$ cat src/rtl/cow_pkg.sv
// Constants, field layouts and carrier types of the clock-out and wakeup
// timer block.
// Assumes a 100 MHz bus clock and a 32-bit APB register port.
package cow_pkg;

    // ------------------------------------------------------------
    // Register byte offsets
    // ------------------------------------------------------------
    localparam logic [7:0] OFS_CLK_OUT_CTRL = 8'h00;
    localparam logic [7:0] OFS_PART_ID_HIGH = 8'h04;
    localparam logic [7:0] OFS_PART_ID_LOW  = 8'h08;
    localparam logic [7:0] OFS_WAKEUP_CTRL  = 8'h0C;
    localparam logic [7:0] OFS_IRQ_STATUS   = 8'h10;
    localparam logic [7:0] OFS_IRQ_MASK     = 8'h14;

    // ------------------------------------------------------------
    // Field positions
    // ------------------------------------------------------------
    localparam int CO_PIN_EN_BIT  = 4;
    localparam int WK_FLAG_BIT    = 7;
    localparam int WK_CLEAR_BIT   = 6;
    localparam int WK_CLKSEL_BIT  = 5;
    localparam int WK_INTEN_BIT   = 4;
    localparam int IRQ_TIMEOUT_BIT = 0;

    // ------------------------------------------------------------
    // Reset values
    // ------------------------------------------------------------
    localparam logic [2:0] CO_DIV_RST    = 3'h0;
    localparam logic [2:0] WK_DELAY_RST  = 3'h0;
    localparam logic [7:0] IRQ_MASK_RST  = 8'h00;

    // ------------------------------------------------------------
    // Timing
    // ------------------------------------------------------------
    localparam int CLK_PERIOD_NS     = 10;
    localparam int INT_OSC_PERIOD_NS = 1_000_000;
    localparam int INT_TICK_CYC      = INT_OSC_PERIOD_NS / CLK_PERIOD_NS;

    // Arbitrary neutral part number
    localparam logic [11:0] PART_ID_DEFAULT = 12'h5A3;

    typedef struct packed {
        logic       pin_en;
        logic [2:0] div;
    } cow_co_ctrl_type;

    typedef struct packed {
        logic       clk_sel;
        logic       int_en;
        logic [2:0] delay;
    } cow_wk_ctrl_type;

endpackage

$ cat src/rtl/cow_clock_out_wakeup_timer.sv
// Clock output divider, read-only part number and periodic wakeup timer,
// reached over APB.
// Assumes ext_clk_i is slow against clk_i; it is synchronised here.
`timescale 1ns/100ps
`default_nettype none

module cow_clock_out_wakeup_timer #(
    parameter int unsigned INT_TICK_CYCLES = cow_pkg::INT_TICK_CYC,
    parameter logic [11:0] PART_ID         = cow_pkg::PART_ID_DEFAULT
) (
    // Clock and reset
    input  wire logic        clk_i,
    input  wire logic        reset_n_i,
    // APB slave
    input  wire logic        psel_i,
    input  wire logic        penable_i,
    input  wire logic        pwrite_i,
    input  wire logic [7:0]  paddr_i,
    input  wire logic [31:0] pwdata_i,
    output logic [31:0]      prdata_o,
    output logic             pready_o,
    output logic             pslverr_o,
    // External wakeup clock
    input  wire logic        ext_clk_i,
    // Clock output port pin
    output logic             clock_out_port_pin_o,
    output logic             clock_out_port_pin_oe_o,
    // Interrupt
    output logic             irq_o
);

    localparam int PS_W = $clog2(INT_TICK_CYCLES + 1);

    // ------------------------------------------------------------
    // Registers
    // ------------------------------------------------------------
    logic [31:0]               prdata_ff;
    logic                      pready_ff;
    logic                      pslverr_ff;
    cow_pkg::cow_co_ctrl_type  co_ctrl_ff;
    cow_pkg::cow_wk_ctrl_type  wk_ctrl_ff;
    logic                      wk_flag_ff;
    logic [7:0]                irq_sts_ff;
    logic [7:0]                irq_mask_ff;
    logic                      irq_ff;
    logic [2:0]                co_cnt_ff;
    logic                      co_pin_ff;
    logic                      co_oe_ff;
    logic [PS_W-1:0]           ps_ff;
    logic                      ext_s1_ff;
    logic                      ext_s2_ff;
    logic                      ext_s3_ff;
    logic [15:0]               wk_cnt_ff;

    // ------------------------------------------------------------
    // APB decode
    // ------------------------------------------------------------
    wire setup_w  = psel_i & ~penable_i;
    wire access_w = psel_i & penable_i & pready_ff;
    wire wr_w     = access_w & pwrite_i;
    wire sel_co   = (paddr_i == cow_pkg::OFS_CLK_OUT_CTRL);
    wire sel_idh  = (paddr_i == cow_pkg::OFS_PART_ID_HIGH);
    wire sel_idl  = (paddr_i == cow_pkg::OFS_PART_ID_LOW);
    wire sel_wk   = (paddr_i == cow_pkg::OFS_WAKEUP_CTRL);
    wire sel_ists = (paddr_i == cow_pkg::OFS_IRQ_STATUS);
    wire sel_imsk = (paddr_i == cow_pkg::OFS_IRQ_MASK);
    wire mapped_w = sel_co | sel_idh | sel_idl | sel_wk | sel_ists | sel_imsk;

    wire wr_co   = wr_w & sel_co;
    wire wr_wk   = wr_w & sel_wk;
    wire wr_ists = wr_w & sel_ists;
    wire wr_imsk = wr_w & sel_imsk;

    // Part number writes fall through untouched
    wire [7:0] co_rd   = {3'h0, co_ctrl_ff.pin_en, 1'b0, co_ctrl_ff.div};
    wire [7:0] idh_rd  = {4'h0, PART_ID[11:8]};
    wire [7:0] idl_rd  = PART_ID[7:0];
    // Clear bit and unused positions read zero
    wire [7:0] wk_rd   = {wk_flag_ff, 1'b0, wk_ctrl_ff.clk_sel,
                          wk_ctrl_ff.int_en, 1'b0, wk_ctrl_ff.delay};

    logic [7:0] rd_byte;
    always_comb begin
        if (sel_co) begin
            rd_byte = co_rd;
        end else if (sel_idh) begin
            rd_byte = idh_rd;
        end else if (sel_idl) begin
            rd_byte = idl_rd;
        end else if (sel_wk) begin
            rd_byte = wk_rd;
        end else if (sel_ists) begin
            rd_byte = irq_sts_ff;
        end else if (sel_imsk) begin
            rd_byte = irq_mask_ff;
        end else begin
            rd_byte = 8'h00;
        end
    end

    // Data is captured in setup so the access phase needs no wait
    always_ff @(posedge clk_i or negedge reset_n_i) begin
        if (!reset_n_i) begin
            prdata_ff  <= 32'h0000_0000;
            pready_ff  <= 1'b0;
            pslverr_ff <= 1'b0;
        end else begin
            prdata_ff  <= setup_w ? {24'h00_0000, rd_byte} : prdata_ff;
            pready_ff  <= setup_w;
            pslverr_ff <= setup_w & ~mapped_w;
        end
    end

    // ------------------------------------------------------------
    // Control registers
    // ------------------------------------------------------------
    wire cow_pkg::cow_wk_ctrl_type wk_new = {pwdata_i[cow_pkg::WK_CLKSEL_BIT],
                                             pwdata_i[cow_pkg::WK_INTEN_BIT],
                                             pwdata_i[2:0]};
    // Restart only when period or source really changes
    wire cfg_change = wr_wk & ((wk_new.clk_sel != wk_ctrl_ff.clk_sel) |
                               (wk_new.delay != wk_ctrl_ff.delay));

    always_ff @(posedge clk_i or negedge reset_n_i) begin
        if (!reset_n_i) begin
            co_ctrl_ff  <= '{pin_en: 1'b0, div: cow_pkg::CO_DIV_RST};
            wk_ctrl_ff  <= '{clk_sel: 1'b0, int_en: 1'b0,
                             delay: cow_pkg::WK_DELAY_RST};
            irq_mask_ff <= cow_pkg::IRQ_MASK_RST;
        end else begin
            if (wr_co) begin
                co_ctrl_ff <= {pwdata_i[cow_pkg::CO_PIN_EN_BIT],
                               pwdata_i[2:0]};
            end
            if (wr_wk) begin
                wk_ctrl_ff <= wk_new;
            end
            if (wr_imsk) begin
                irq_mask_ff <= pwdata_i[7:0];
            end
        end
    end

    // ------------------------------------------------------------
    // Clock output divider
    // ------------------------------------------------------------
    wire       co_run   = co_ctrl_ff.pin_en & (co_ctrl_ff.div != 3'h0);
    // Half period is N bus cycles, full period 2N
    wire       co_wrap  = co_run & (co_cnt_ff >= co_ctrl_ff.div - 3'h1);
    wire [2:0] nxt_co_cnt = (!co_run || co_wrap) ? 3'h0 : co_cnt_ff + 3'h1;
    // Off, or on with zero divider, both hold the pin low
    wire       nxt_co_pin = co_run & (co_wrap ? ~co_pin_ff : co_pin_ff);

    always_ff @(posedge clk_i or negedge reset_n_i) begin
        if (!reset_n_i) begin
            co_cnt_ff <= 3'h0;
            co_pin_ff <= 1'b0;
            co_oe_ff  <= 1'b0;
        end else begin
            co_cnt_ff <= nxt_co_cnt;
            co_pin_ff <= nxt_co_pin;
            co_oe_ff  <= co_ctrl_ff.pin_en;
        end
    end

    // ------------------------------------------------------------
    // Wakeup tick sources
    // ------------------------------------------------------------
    // Prescaler never restarts, so the 1 kHz base stays free
    wire int_tick = (ps_ff == PS_W'(INT_TICK_CYCLES - 1));
    wire ext_tick = ext_s2_ff & ~ext_s3_ff;
    wire wk_tick  = wk_ctrl_ff.clk_sel ? ext_tick : int_tick;

    always_ff @(posedge clk_i or negedge reset_n_i) begin
        if (!reset_n_i) begin
            ps_ff     <= '0;
            ext_s1_ff <= 1'b0;
            ext_s2_ff <= 1'b0;
            ext_s3_ff <= 1'b0;
        end else begin
            ps_ff     <= int_tick ? '0 : ps_ff + PS_W'(1);
            ext_s1_ff <= ext_clk_i;
            ext_s2_ff <= ext_s1_ff;
            ext_s3_ff <= ext_s2_ff;
        end
    end

    // ------------------------------------------------------------
    // Wakeup period counter
    // ------------------------------------------------------------
    logic [15:0] wk_period;
    always_comb begin
        case ({wk_ctrl_ff.clk_sel, wk_ctrl_ff.delay})
            4'h1:    wk_period = 16'h0008;
            4'h2:    wk_period = 16'h0020;
            4'h3:    wk_period = 16'h0040;
            4'h4:    wk_period = 16'h0080;
            4'h5:    wk_period = 16'h0100;
            4'h6:    wk_period = 16'h0200;
            4'h7:    wk_period = 16'h0400;
            4'h9:    wk_period = 16'h0100;
            4'hA:    wk_period = 16'h0400;
            4'hB:    wk_period = 16'h0800;
            4'hC:    wk_period = 16'h1000;
            4'hD:    wk_period = 16'h2000;
            4'hE:    wk_period = 16'h4000;
            4'hF:    wk_period = 16'h8000;
            default: wk_period = 16'h0000;
        endcase
    end

    wire wk_active  = (wk_ctrl_ff.delay != 3'h0);
    wire wk_last    = (wk_cnt_ff == wk_period - 16'h0001);
    wire wk_timeout = wk_active & wk_tick & wk_last & ~cfg_change;

    logic [15:0] nxt_wk_cnt;
    always_comb begin
        if (cfg_change || !wk_active) begin
            nxt_wk_cnt = 16'h0000;
        end else if (wk_tick) begin
            nxt_wk_cnt = wk_last ? 16'h0000 : wk_cnt_ff + 16'h0001;
        end else begin
            nxt_wk_cnt = wk_cnt_ff;
        end
    end

    // Hardware set beats a same-cycle clear
    wire wk_clear     = wr_wk & pwdata_i[cow_pkg::WK_CLEAR_BIT];
    wire nxt_wk_flag  = wk_timeout | (wk_flag_ff & ~wk_clear);
    wire [7:0] evt_w  = {7'h00, wk_timeout};
    wire [7:0] ists_clr = wr_ists ? pwdata_i[7:0] : 8'h00;
    wire [7:0] nxt_irq_sts = evt_w | (irq_sts_ff & ~ists_clr);
    // Either the flag path or the masked sticky path raises the line
    wire nxt_irq = (nxt_wk_flag & wk_ctrl_ff.int_en) |
                   (|(nxt_irq_sts & irq_mask_ff));

    always_ff @(posedge clk_i or negedge reset_n_i) begin
        if (!reset_n_i) begin
            wk_cnt_ff  <= 16'h0000;
            wk_flag_ff <= 1'b0;
            irq_sts_ff <= 8'h00;
            irq_ff     <= 1'b0;
        end else begin
            wk_cnt_ff  <= nxt_wk_cnt;
            wk_flag_ff <= nxt_wk_flag;
            irq_sts_ff <= nxt_irq_sts;
            irq_ff     <= nxt_irq;
        end
    end

    // ------------------------------------------------------------
    // Outputs
    // ------------------------------------------------------------
    assign prdata_o                = prdata_ff;
    assign pready_o                = pready_ff;
    assign pslverr_o               = pslverr_ff;
    assign clock_out_port_pin_o    = co_pin_ff;
    assign clock_out_port_pin_oe_o = co_oe_ff;
    assign irq_o                   = irq_ff;
endmodule

`default_nettype wire

$ cat config.mk
export PLATFORM = sky130hd
export DESIGN_NAME = cow_clock_out_wakeup_timer
export DESIGN_NICKNAME = d
export VERILOG_FILES = /design/src/rtl/cow_pkg.sv /design/src/rtl/cow_clock_out_wakeup_timer.sv
export SDC_FILE = /design/constraint.sdc
export NUM_CORES = 1
export LEC_CHECK = 0
export ABC_AREA = 1
export BUFFER_PORTS_ARGS = -buffer_cell sky130_fd_sc_hd__buf_2
export CAP_MARGIN = 20
export CORE_MARGIN = 2
export CORE_UTILIZATION = 45
export CTS_CLUSTER_DIAMETER = 100
export DETAILED_ROUTE_END_ITERATION = 8
export PLACE_DENSITY = 0.68
export SKIP_CTS_REPAIR_TIMING = 1
export SLEW_MARGIN = 10
export SYNTH_ARGS = -nofsm -noshare
export SYNTH_HDL_FRONTEND = slang
export SYNTH_SLANG_ARGS = --single-unit
$ cat constraint.sdc
create_clock -name clk_i -period 2.1 [get_ports clk_i]
set_clock_uncertainty 0.2 [all_clocks]
set_input_delay 0.42 -clock clk_i [delete_from_list [all_inputs] [get_ports clk_i]]
set_output_delay 0.42 -clock clk_i [all_outputs]
set_load 0.02 [all_outputs]
Yosys cells after proc, flatten, opt, wreduce, memory -nomap -nowiden
Memory sizes are Yosys's and may differ from the RTL's.
Cells that the tools add are included.
Widths: inputs -> output; s select.
{"block": "word_totals", "reg_bits": 78, "latchBits": 0, "ram_bits": 0, "mem_bits_ro": 192, "output_inout_bits": 37, "word_cells": 97, "memories": 1}
{"block": "op_classes", "add_sub_neg": 5, "n_mul": 0, "n_div": 0, "n_lt_le_gt_ge": 1, "n_eq_ne": 9, "shifts": 0, "muxes": 14, "n_bitwise": 38, "reduce_logical": 9}
{"name": "(no name shown)", "depth": 16, "word_bits": 12, "rd": 1, "rd_ports_with_merged_regs": 0, "wr": 0, "line": "cow_clock_out_wakeup_timer.sv:193", "source": "case ({wk_ctrl_ff.clk_sel, wk_ctrl_ff.delay})"}
{"op": "$mux 8", "count": 7}
{"op": "$mux 16", "count": 3}
{"op": "$and 1x1->1", "count": 20}
{"op": "$add 17x1->17 const B", "count": 1}
{"op": "$eq 17x17->1 const B", "count": 1}
{"op": "$mux 17", "count": 1}
{"op": "$add 16x1->16 const B", "count": 1}
{"op": "$and 8x8->8", "count": 2}
{"op": "$eq 16x16->1", "count": 1}
{"op": "$eq 8x4->1 const B", "count": 2}
{"op": "$eq 8x5->1 const B", "count": 2}
{"op": "$sub 16x1->16 const B", "count": 1}
{"op": "$eq 8x3->1 const B", "count": 1}
{"op": "$logic_not 8->1", "count": 1}
{"op": "$not 8->8", "count": 1}
{"op": "$or 1x1->1", "count": 8}
{"op": "$or 1x8->8", "count": 1}
{"op": "$reduce_or 8->1", "count": 1}
{"op": "$not 1->1", "count": 6}
{"op": "$reduce_bool 3->1", "count": 2}
{"op": "$add 3x1->3 const B", "count": 1}
{"op": "$ge 3x3->1", "count": 1}
{"op": "$mux 3", "count": 1}
{"op": "$ne 3x3->1", "count": 1}
{"op": "6 further kinds", "count": 9}

Logic depth before layout (Yosys ltp)
Gate-level depths: netlist (run 1).
{"block": "depth", "depth_word": 11, "depth_mapped": 17, "mapped_depth_nobuf": 16}

Worst setup path after synthesis (run 1)
No wires, ideal clock.
{"block": "synth_path", "path_type": "reg-to-reg", "startpoint": "reg wk_ctrl_ff[1] in the netlist's numbering", "endpoint": "reg wk_cnt_ff[4]", "arrival_ns": 1.845, "required_time_ns": 1.771, "slack_ns": -0.073, "stages_incl_launch_ff": 16, "n_path_buf": 2, "synth_period_minus_slack_ns": 2.173, "cell_sequence": "dfrtp_1 -> clkbuf_2 -> nor2_1 -> nand2_1 -> ha_1 -> nand2_1 -> nand3_1 -> nor2_1 -> nand3_1 -> nor2_1 -> nand2_1 -> nor2_2 -> nand3_1 -> nand2_2 -> buf_6 -> o22ai_1"}
{"block": "synth_between", "elab_chain_cells": 6}
{"item": "start, declared", "line": "cow_clock_out_wakeup_timer.sv:41", "source": "cow_pkg::cow_wk_ctrl_type wk_ctrl_ff;"}
{"item": "start signal, assigned", "line": "cow_clock_out_wakeup_timer.sv:127", "source": "wk_ctrl_ff <= '{clk_sel: 1'b0, int_en: 1'b0,"}
{"item": "start signal, assigned", "line": "cow_clock_out_wakeup_timer.sv:136", "source": "wk_ctrl_ff <= wk_new;"}
{"item": "$mem_v2 16x12"}
{"item": "$sub 16x1->16", "line": "cow_clock_out_wakeup_timer.sv:213", "source": "wire wk_last = (wk_cnt_ff == wk_period - 16'h0001);"}
{"item": "$eq 16x16->1", "line": "cow_clock_out_wakeup_timer.sv:213"}
{"item": "$mux 16", "line": "cow_clock_out_wakeup_timer.sv:221", "source": "nxt_wk_cnt = wk_last ? 16'h0000 : wk_cnt_ff + 16'h0001;"}
{"item": "$mux 16", "line": "cow_clock_out_wakeup_timer.sv:220", "source": "end else if (wk_tick) begin"}
{"item": "$mux 16", "line": "cow_clock_out_wakeup_timer.sv:218", "source": "if (cfg_change || !wk_active) begin"}
{"item": "end signal, assigned", "line": "cow_clock_out_wakeup_timer.sv:244", "source": "wk_cnt_ff <= nxt_wk_cnt;"}
{"item": "end, declared", "line": "cow_clock_out_wakeup_timer.sv:53", "source": "logic [15:0] wk_cnt_ff;"}
Parallel ways exist; a longest one is shown, timed or not. The select of a mux whose other input is x is not followed.
A chain may end at the register's enable or synchronous reset.

Final worst setup path (run 1)
{"block": "layout_path", "startpoint": "reg wk_ctrl_ff[4] in the netlist's numbering", "endpoint": "reg wk_cnt_ff[6]"}
The elaborated chain is that of the path after synthesis.

==> out/qor.csv, run 1 <==
stage,metric,value,unit
run_status,status,"complete, but fails checks",
run_status,violations,negative setup slack,
sta,fmax,0.439,GHz
die,fp.dieH,103,µm
pwr,peakVddDrop,322,µV
critical_path,cp_cell_sequence,nor2_4 -> nand2_2 -> ha_4 -> nand2_2 -> nand3_2 -> nor2_2 -> nand3_1 -> nor2_1 -> nand2_1 -> nor2_2 -> nand3_2 -> nand2_2 -> buf_12 -> o21ai_0,
critical_path,worst_setup_path_end_kind,flip-flop,
synthesis,yosys.area_share.simple,26.9,%
synthesis,synth_xor_area_share,3.38,%
drt,antenna_left,0,
place,gp_congestion,0.957,
drt,wl_met2,4880,µm
sta,worstMarginPinSlew,501,ps
finish,finalNonFillerCells,806,
global_routing,grt_pass1_vias,3762,
critical_path,cp_max_fo,11,
synthesis,yosysTopAreaCellShare,44.3,%
drt,wl_per_cell,12.4,µm
synthesis,synth_common_cells,"nand2_1 (162), inv_1 (82), dfrtp_1 (78)",
pwr,p_leak,0.00273,µW
synthesis,ys_seq_area_share,44.3,%
place,dp_slack,-138,ps
drt,highest_layer,met4,
critical_path,critPathSlowestCell,dfrtp_1,
finish,fill_cells,949,
sta,finalMaxSlewViolations,0,
synthesis,synth_edf_count,0,
clocking,cts_tree,yes,
critical_path,arrival,2320,ps
synthesis,ys_top_cells_by_area,"dfrtp_1 (44%), nand2_1 (14%), inv_1 (7.0%)",
synthesis,synth_cell_types,39,
critical_path,cp.required,2140,ps
synthesis,ys.flop_type,dfrtp_1,
critical_path,crit_buf_inv,1,
drt,wl_met1,4570,µm
clocking,cts.htree.levels,3,
synthesis,async_flop_share,100,%
sta,layout_setup_ws,-177,ps
finish,drive_gt1_share,18.9,%
die,io-pin-count,83,
critical_path,cp_top_family,simple AND/OR/NAND/NOR gates,
die,initial_core_util,45.7,%
synthesis,syn_inst,585,
sta,rsz0062_at_grt,yes,
synthesis,yosys.area.top_type,dfrtp_1,
global_routing,grtUsageTotal,20.0,%
clocking,root_buffer,clkbuf_8,
critical_path,crit_type,flip-flop to flip-flop,
synthesis,synth-compound-area-share,10.7,%
die,dieWidth,103,µm
synthesis,synth.most_common_cell,nand2_1,
sta,fin_crit_sh,108,%
drt,drtIter0Drc,147,
synthesis,synthAdderAreaFrac,2.56,%
clocking,clkTransAtPathRegs,100,ps
drt,drtPass1Iterations,4,
clocking,clock_latency,360,ps
finish,multi_input_area,0.00211,mm²
critical_path,crit_top_cell,nand2_2,
drt,route.detailed.drc,0,
global_routing,grt_pass1_wl,16700,µm
place,portBuffers,34,
finish,seqCellArea,0.00195,mm²
critical_path,r2r_slack,-180,ps
clocking,cts_buffers,9,
die,rows,36,
sta,setup_viol,18,
finish,antennaDiodeCount,0,
synthesis,synth_seq_cells,78,
sta,slew_headroom,66.6,%
sta,period_needed,2280,ps
synthesis,muxShareOfSynthArea,0.227,%
die,die_area,0.0106,mm²
finish,syn2layout_area_growth,20.0,%
clocking,cts_sinks,78,
sta,finalHoldViolations,0,
synthesis,synth_top_family_by_area,simple AND/OR/NAND/NOR gates,
finish,layout.nets,723,
global_routing,grt_max_degree,39,
synthesis,yosysWarnings,0,
critical_path,start_kind,flip-flop,
critical_path,slowest_delay,430,ps
global_routing,overflow,0,
synthesis,avgSynthCellArea,7.53,µm²
synthesis,synth_area,0.00440,mm²
clocking,clockBufferDepth,2,
pwr,power_density,563,mW/mm²
drt,vias_per_cell,4.87,
drt,num_vias,3927,
place,post-place-cells,784,
run,max-cap-violations,0,
global_routing,antenna_found_initial,0,
drt,wl_met3,330,µm
place,hpwl,7460,µm
worst_hold_path,hold_class,primary input to flip-flop,
die,fp.coreArea,0.00964,mm²
drt,drt_wl_total,10000,µm
[tightest hold or removal path: stages]
cell and delay [ps]:
buf_2 80, nand2_1 50, nand2_1 50, inv_1 40
[worst paths after layout]
check / start / to / cells after the start
worst min register to register: ext_s1_ff / ext_s2_ff / 0
worst max-delay path: wk_ctrl_ff[4] / wk_cnt_ff[6] / 14
min in group asynchronous: reset_n_i / prdata_o[7] / 2
worst max register to register: wk_ctrl_ff[4] / wk_cnt_ff[6] / 14
worst min-delay path: pwdata_i[3] / irq_sts_ff[3] / 4
max in group asynchronous: reset_n_i / irq_sts_ff[4] / 3
[final cells by class]
class	count	area share [%]
multi-input combinational	417	40.0
timing repair buffer	77	10.1
tap	133	3.15
sequential	78	37.0
inverter	85	6.23
clock buffer	9	2.34
clock inverter	7	1.18
[metrics by stage]
| stage | utilization, % | instance area (µm²) | hold WS, ps | power, µW | TNS [ps] |
|---|---|---|---|---|---|
| floorplan | - | 4530 | -75.6 | 1800 | 0 |
| global placement | 51.5 | 4960 | 139 | 1880 | -1880 |
| detailed placement | 51.5 | 4960 | 135 | 1890 | -2070 |
| CTS | 53.4 | 5150 | -169 | 2990 | -3420 |
| global route | 54.8 | 5280 | 124 | 3110 | -5020 |
| finish | 54.8 | 5280 | 101 | 2970 | -2740 |
[metal layers]
metal / vias up / GRT usage [%]
li1: 2000 / -
met1: 1834 / 25.4
met2: 72 / 34.1
met3: 21 / 2.92
met4: 0 / 8.50
met5: - / 0
[registers in the layout, summed over array words and instances (netlist names), 3 cells and up]
signal and count:
co_cnt_ff 3, wk_ctrl_ff 5, irq_mask_ff 8, ps_ff 17, wk_cnt_ff 16, prdata_o 8
co_ctrl_ff 4, irq_sts_ff 8
[where the power goes]
group	internal, µW	switching [µW]	total (µW)	leakage (µW)
clock	457	649	1110	0.0000931
sequential	1540	34.5	1580	0.00103
combinational	100	191	291	0.00161
total	2100	874	2970	0.00273
[cells by family after synthesis]
| group | count (synthesis) |
|---|---|
| other | 1 |
| multiplexers | 1 |
| AND/OR/NAND/NOR | 285 |
| flip-flops | 78 |
| buffers and inverters | 113 |
| XOR/XNOR | 17 |
| adder cells (fa/ha/maj) | 9 |
| AO/OA/AOI/OAI | 81 |
[cells in the final DEF (no fill, tap or decap), types with 3 or more instances in the layout]
master,Yosys,layout
nand2_1,162,158
inv_1,82,79
dfrtp_1,78,76
nor2_1,55,45
o21ai_0,40,40
buf_4,24,38
buf_2,0,33
nand3_1,36,32
conb_1,1,24
nand4_1,12,12
a21oi_1,13,12
xor2_1,12,12
nor2_2,4,10
o22ai_1,9,9
clkbuf_8,0,9
nor3_1,9,8
ha_1,9,7
nand2_2,1,5
xnor2_1,5,5
nor2_4,0,4
nand3_2,0,4
inv_6,0,4
inv_2,3,3
clkinvlp_4,0,3
nor4_1,3,3
a211oi_1,3,3
a22o_1,3,3
No activity file was read; power rests on OpenSTA's default activity.
==> inputs of run 2 (changes only) <==
- CELL_PAD_IN_SITES_DETAIL_PLACEMENT: not set -> 0
- CELL_PAD_IN_SITES_GLOBAL_PLACEMENT: not set -> 2
- CORE_UTILIZATION: 45 -> 28
- HOLD_SLACK_MARGIN: not set -> 0.05
- PLACE_DENSITY: 0.68 -> 0.73
==> out/qor.csv, run 2 (synthesized netlist as in run 1, its figures left out) <==
stage,metric,value,unit,change
run_status,status,"complete, but fails checks",,
run_status,violations,negative setup slack,,
finish,final_cell_mix,"nand2_1 (158), inv_1 (79), dfrtp_1 (76), buf_4 (58), nor2_1 (49)",,
clocking,cts.htree.levels,3,,unchanged
place,place_area,0.00520,mm²,+4.7%
finish,largest_reg_flops,17,,unchanged
pwr,power,3300,µW,+11%
pwr,p_leak,0.00286,µW,+4.8%
critical_path,crit_type,flip-flop to flip-flop,,
drt,vias_per_cell,4.45,,-8.6%
worst_hold_path,hold_class,primary input to flip-flop,,
worst_hold_path,hold_depth,3,,-1
critical_path,rr_startpoint,wk_ctrl_ff[4],,
sta,rsz0062_at_grt,yes,,
critical_path,cp_top_family,simple AND/OR/NAND/NOR gates,,
global_routing,grt_max_degree,39,,unchanged
clocking,cts_buffers,9,,unchanged
run,max-cap-violations,0,,unchanged
finish,layout.nets,742,,+2.6%
die,initial_core_util,28.9,%,-17 points
place,portBuffers,34,,unchanged
sta,setup_viol,16,,-2
drt,num_vias,4017,,+2.3%
critical_path,arrival,2240,ps,-80 ps
finish,drive_gt1_share,21.7,%,+2.8 points
drt,drtIter0Drc,207,,+41%
clocking,clkTransAtPathRegs,60,ps,-40 ps
sta,finalHoldViolations,0,,unchanged
drt,drtPass1Iterations,6,,+2
finish,syn2layout_area_growth,27.9,%,
clocking,cts_sinks,78,,unchanged
critical_path,crit_top_cell,nand2_1,,
drt,antenna_left,0,,unchanged
sta,hold_ws,133,ps,+31.9 ps
critical_path,crit_buf_inv,4,,+3
finish,top_register,ps_ff,,
die,dieWidth,129,µm,+26%
critical_path,cp_max_fo,6,,-5
die,fp.coreArea,0.0153,mm²,+58%
worst_hold_path,worstHoldStart,pwdata_i[5],,
drt,wl_per_cell,12.8,µm,+3.2%
global_routing,grt_pass1_wl,18500,µm,+11%
die,rows,45,,+25%
die,io-pin-count,83,,unchanged
drt,drt_wl_total,11600,µm,+15%
sta,layout_setup_ws,-129,ps,+47.9 ps
finish,reg_top3,"ps_ff (17), wk_cnt_ff (16)",,
critical_path,cp_cell_sequence,buf_4 -> clkinvlp_4 -> nand2_1 -> nand2_1 -> buf_4 -> nand3_1 -> nand2_1 -> nor2_1 -> nand2_1 -> nor2_1 -> nand3_1 -> nand2_2 -> buf_6 -> mux2i_1,,
die,die_area,0.0167,mm²,+58%
die,fp.dieH,129,µm,+26%
finish,fill_cells,1608,,+69%
finish,antennaDiodeCount,0,,unchanged
critical_path,cp.required,2110,ps,-30 ps
global_routing,antenna_found_initial,0,,unchanged
critical_path,worst_setup_path_end_kind,flip-flop,,
place,gp_congestion,0.776,,-19%
sta,fin_crit_sh,106,%,-2.3 points
clocking,cts_tree,yes,,
place,hpwl,8890,µm,+19%
global_routing,grt_pass1_vias,3783,,+0.56%
critical_path,cp.depth,14,,unchanged
finish,layout_commonest_cell,nand2_1,,
critical_path,slowest_delay,380,ps,-50 ps
critical_path,crit_path_start,wk_ctrl_ff[4],,
clocking,clock_latency,340,ps,-20 ps
sta,fmax,0.449,GHz,+2.1%
finish,utilization,36.9,%,-18 points
critical_path,start_kind,flip-flop,,
sta,fin_setup_tns,-1630,ps,+1110 ps
clocking,root_buffer,clkbuf_16,,
drt,route.detailed.drc,0,,unchanged
pwr,power_density,586,mW/mm²,+4.1%
critical_path,reg2reg_depth,14,,unchanged
finish,fin_area,0.00563,mm²,+6.6%
clocking,clockBufferDepth,2,,unchanged
global_routing,overflow,0,,unchanged
sta,period_needed,2230,ps,-47.9 ps
sta,finalMaxSlewViolations,0,,unchanged
global_routing,grtUsageTotal,14.3,%,-5.7 points
pwr,peakVddDrop,495,µV,+54%
critical_path,critPathSlowestCell,dfrtp_1,,
[run 2: worst reg2reg max path, cell delays in order (launching register included)]
cell and delay, ps:
dfrtp_1 380, buf_4 190, clkinvlp_4 150, nand2_1 110, nand2_1 80, buf_4 130
nand3_1 60, nand2_1 50, nor2_1 90, nand2_1 60, nor2_1 130, nand3_1 110
nand2_2 130, buf_6 150, mux2i_1 70
[run 2: worst paths after layout]
| path | end | slack (ps) |
|---|---|---|
| setup / recovery | wk_cnt_ff[0] | -130 |
| hold / removal | wk_ctrl_ff[4] | 130 |
| setup reg to reg | wk_cnt_ff[0] | -130 |
| hold reg to reg | ext_s3_ff | 180 |
| max in group asynchronous | prdata_o[5] | 800 |
| min in group asynchronous | co_cnt_ff[1] | 320 |
[run 2: through the flow]
stage / setup WS [ps] / instances
2_1_floorplan: 30.4 / 608
3_3_place_gp: -165 / 882
3_5_place_dp: -187 / 882
4_1_cts: -204 / 897
5_1_grt: -317 / 902
6_report: -129 / 902
[run 2: final cells by class]
type	instances	area, µm²	share of cell area, %
multi-input combinational	417	2160	38.4
tap	211	264	4.69
timing repair buffer	96	663	11.8
inverter	85	329	5.84
clock buffer	11	233	4.13
clock inverter	4	25.0	0.444
sequential	78	1950	34.7
[run 2: report_power, final]
part / switching, µW / internal, µW / leakage, µW
Clock: 619 / 790 / 0.000121
Combinational: 197 / 114 / 0.00171
Sequential: 37.1 / 1540 / 0.00103
[run 2: routing by layer]
metal | vias up | routed length [µm] | global-route usage (%)
li1 | 2036 | - | -
met1 | 1909 | 5510 | 18.2
met2 | 63 | 5530 | 23.8
met3 | 9 | 367 | 3.80
met4 | 0 | 137 | 4.16
met5 | - | 0 | 0
==> inputs of run 3 (changes only) <==
- REMOVE_ABC_BUFFERS: not set -> 1
==> out/qor.csv, run 3 (synthesized netlist as in run 1, its figures left out) <==
stage,metric,value,unit,change
drt,vias_per_cell,4.34,,-2.5%
pwr,peakVddDrop,472,µV,-4.6%
die,die_area,0.0167,mm²,unchanged
clocking,cts.htree.levels,3,,unchanged
critical_path,cp.required,2120,ps,about the same
run_status,status,"complete, but fails checks",,
place,hpwl,8700,µm,-2.1%
drt,wl_per_cell,12.6,µm,-1.3%
clocking,cts_sinks,78,,unchanged
finish,antennaDiodeCount,0,,unchanged
drt,route.detailed.drc,0,,unchanged
clocking,clockBufferDepth,2,,unchanged
global_routing,grtUsageTotal,14.9,%,+0.61 points
place,place_area,0.00520,mm²,about the same
drt,wl_met3,407,µm,+11%
worst_hold_path,hold_depth,3,,unchanged
finish,syn2layout_area_growth,30.1,%,
sta,fin_crit_sh,108,%,+2.1 points
die,dieWidth,129,µm,unchanged
finish,drive_gt1_share,22.2,%,+0.47 points
finish,seqCellArea,0.00195,mm²,unchanged
finish,reg_top3,"ps_ff (17), wk_cnt_ff (16)",,
critical_path,r2r_slack,-170,ps,-40 ps
global_routing,grt_max_degree,79,,+100%
finish,fill_cells,1601,,-0.44%
critical_path,cp_max_fo,5,,-1
place,gp_congestion,0.785,,+1.3%
critical_path,worst_setup_path_end_kind,flip-flop,,
run,max-cap-violations,0,,unchanged
sta,finalHoldViolations,0,,unchanged
die,initial_core_util,28.9,%,unchanged
critical_path,reg2reg_depth,15,,+1
clocking,cts_buffers,9,,unchanged
drt,num_vias,3950,,-1.7%
finish,finalNonFillerCells,910,,+0.89%
place,portBuffers,34,,unchanged
finish,top_register,ps_ff,,
die,io-pin-count,83,,unchanged
finish,fin_area,0.00573,mm²,+1.7%
global_routing,grt_pass1_wl,19300,µm,+4.2%
sta,layout_setup_ws,-174,ps,-44.3 ps
worst_hold_path,hold-path-endpoint,wk_ctrl_ff[0],,
sta,fmax,0.440,GHz,-2.0%
finish,layout.nets,751,,+1.2%
clocking,clkTransAtPathRegs,60,ps,about the same
global_routing,overflow,0,,unchanged
drt,drtPass1Iterations,5,,-1
die,fp.coreArea,0.0153,mm²,unchanged
global_routing,grt_pass1_vias,3918,,+3.6%
clocking,clock_latency,350,ps,about the same
drt,highest_layer,met4,,
place,post-place-cells,887,,+0.57%
clocking,cts_tree,yes,,
drt,antenna_left,0,,unchanged
critical_path,crit_path_start,wk_ctrl_ff[0],,
sta,finalMaxSlewViolations,0,,unchanged
drt,wl_met1,5430,µm,-1.5%
critical_path,start_kind,flip-flop,,
critical_path,crit_type,flip-flop to flip-flop,,
die,fp.dieH,129,µm,unchanged
run_status,violations,negative setup slack,,
critical_path,rr_startpoint,wk_ctrl_ff[0],,
drt,drtIter0Drc,161,,-22%
finish,largest_reg_flops,17,,unchanged
clocking,root_buffer,clkbuf_16,,
drt,drt_wl_total,11500,µm,-0.44%
sta,rsz0062_at_grt,yes,,
finish,utilization,37.5,%,+0.63 points
finish,layout_commonest_cell,nand2_1,,
die,rows,45,,unchanged
drt,wl_met2,5540,µm,+0.13%
pwr,power_density,627,mW/mm²,+7.0%
sta,setup_viol,18,,+2
critical_path,arrival,2290,ps,+50 ps
critical_path,regToRegEndpoint,wk_cnt_ff[11],,
sta,period_needed,2270,ps,+44.3 ps
worst_hold_path,hold_class,primary input to flip-flop,,
finish,final_cell_mix,"nand2_1 (157), inv_1 (79), dfrtp_1 (76), buf_4 (65), nor2_1 (45)",,
finish,multi_input_area,0.00212,mm²,-1.8%
pwr,power,3590,µW,+8.8%
global_routing,antenna_found_initial,0,,unchanged
pwr,p_leak,0.00293,µW,+2.5%
worst_hold_path,worstHoldStart,pwdata_i[0],,
==> run 3: routing by layer <==
| layer | vias to the layer above | global-route usage, % |
|---|---|---|
| met5 | - | 0 |
| met1 | 1816 | 18.9 |
| met4 | 0 | 4.22 |
| li1 | 2057 | - |
| met3 | 12 | 4.09 |
| met2 | 65 | 25.0 |
==> run 3: power by group <==
part           internal [µW]  leakage (µW)  switching (µW)  total [µW]
sequential              1540       0.00103            35.0        1580
clock                   1090      0.000158             617        1710
combinational            112       0.00174             189         301
==> run 3: area by class of cell <==
class | instances | area share, %
clock buffer | 11 | 4.41
tap | 211 | 4.61
clock inverter | 3 | 1.20
sequential | 78 | 34.1
timing repair buffer | 105 | 12.9
multi-input combinational | 417 | 37.1
inverter | 85 | 5.70
==> run 3: worst max path at each step <==
stage	end	slack (ps)	cells past startpoint
finish	wk_cnt_ff[11]	-170	15
global route	wk_cnt_ff[0]	-350	15
CTS	wk_cnt_ff[6]	-230	15
detailed placement	wk_cnt_ff[0]	-220	15
global placement	wk_cnt_ff[6]	-210	14
floorplan	wk_cnt_ff[15]	-140	16
==> run 3: critical path, cell delays in order (launching register included) <==
cell and delay, ps:
dfrtp_2 420, inv_2 70, nor2_4 120, nand2_2 80, ha_4 220, nand2_2 60, nand3_2 50, nor2_1 110
nand3_1 80, nor2_1 110, nand2_1 70, nor2_2 110, nand3_1 90, nand2_2 140, buf_6 140, o22ai_1 70
==> run 3: stage by stage <==
step / hold slack [ps] / TNS (ps) / setup WS (ps)
3_3_place_gp: 159 / -3110 / -210
6_report: 121 / -2480 / -174
2_1_floorplan: -75.6 / -821 / -139
3_5_place_dp: 158 / -3070 / -215
4_1_cts: -95.6 / -3440 / -235
5_1_grt: 138 / -5660 / -346
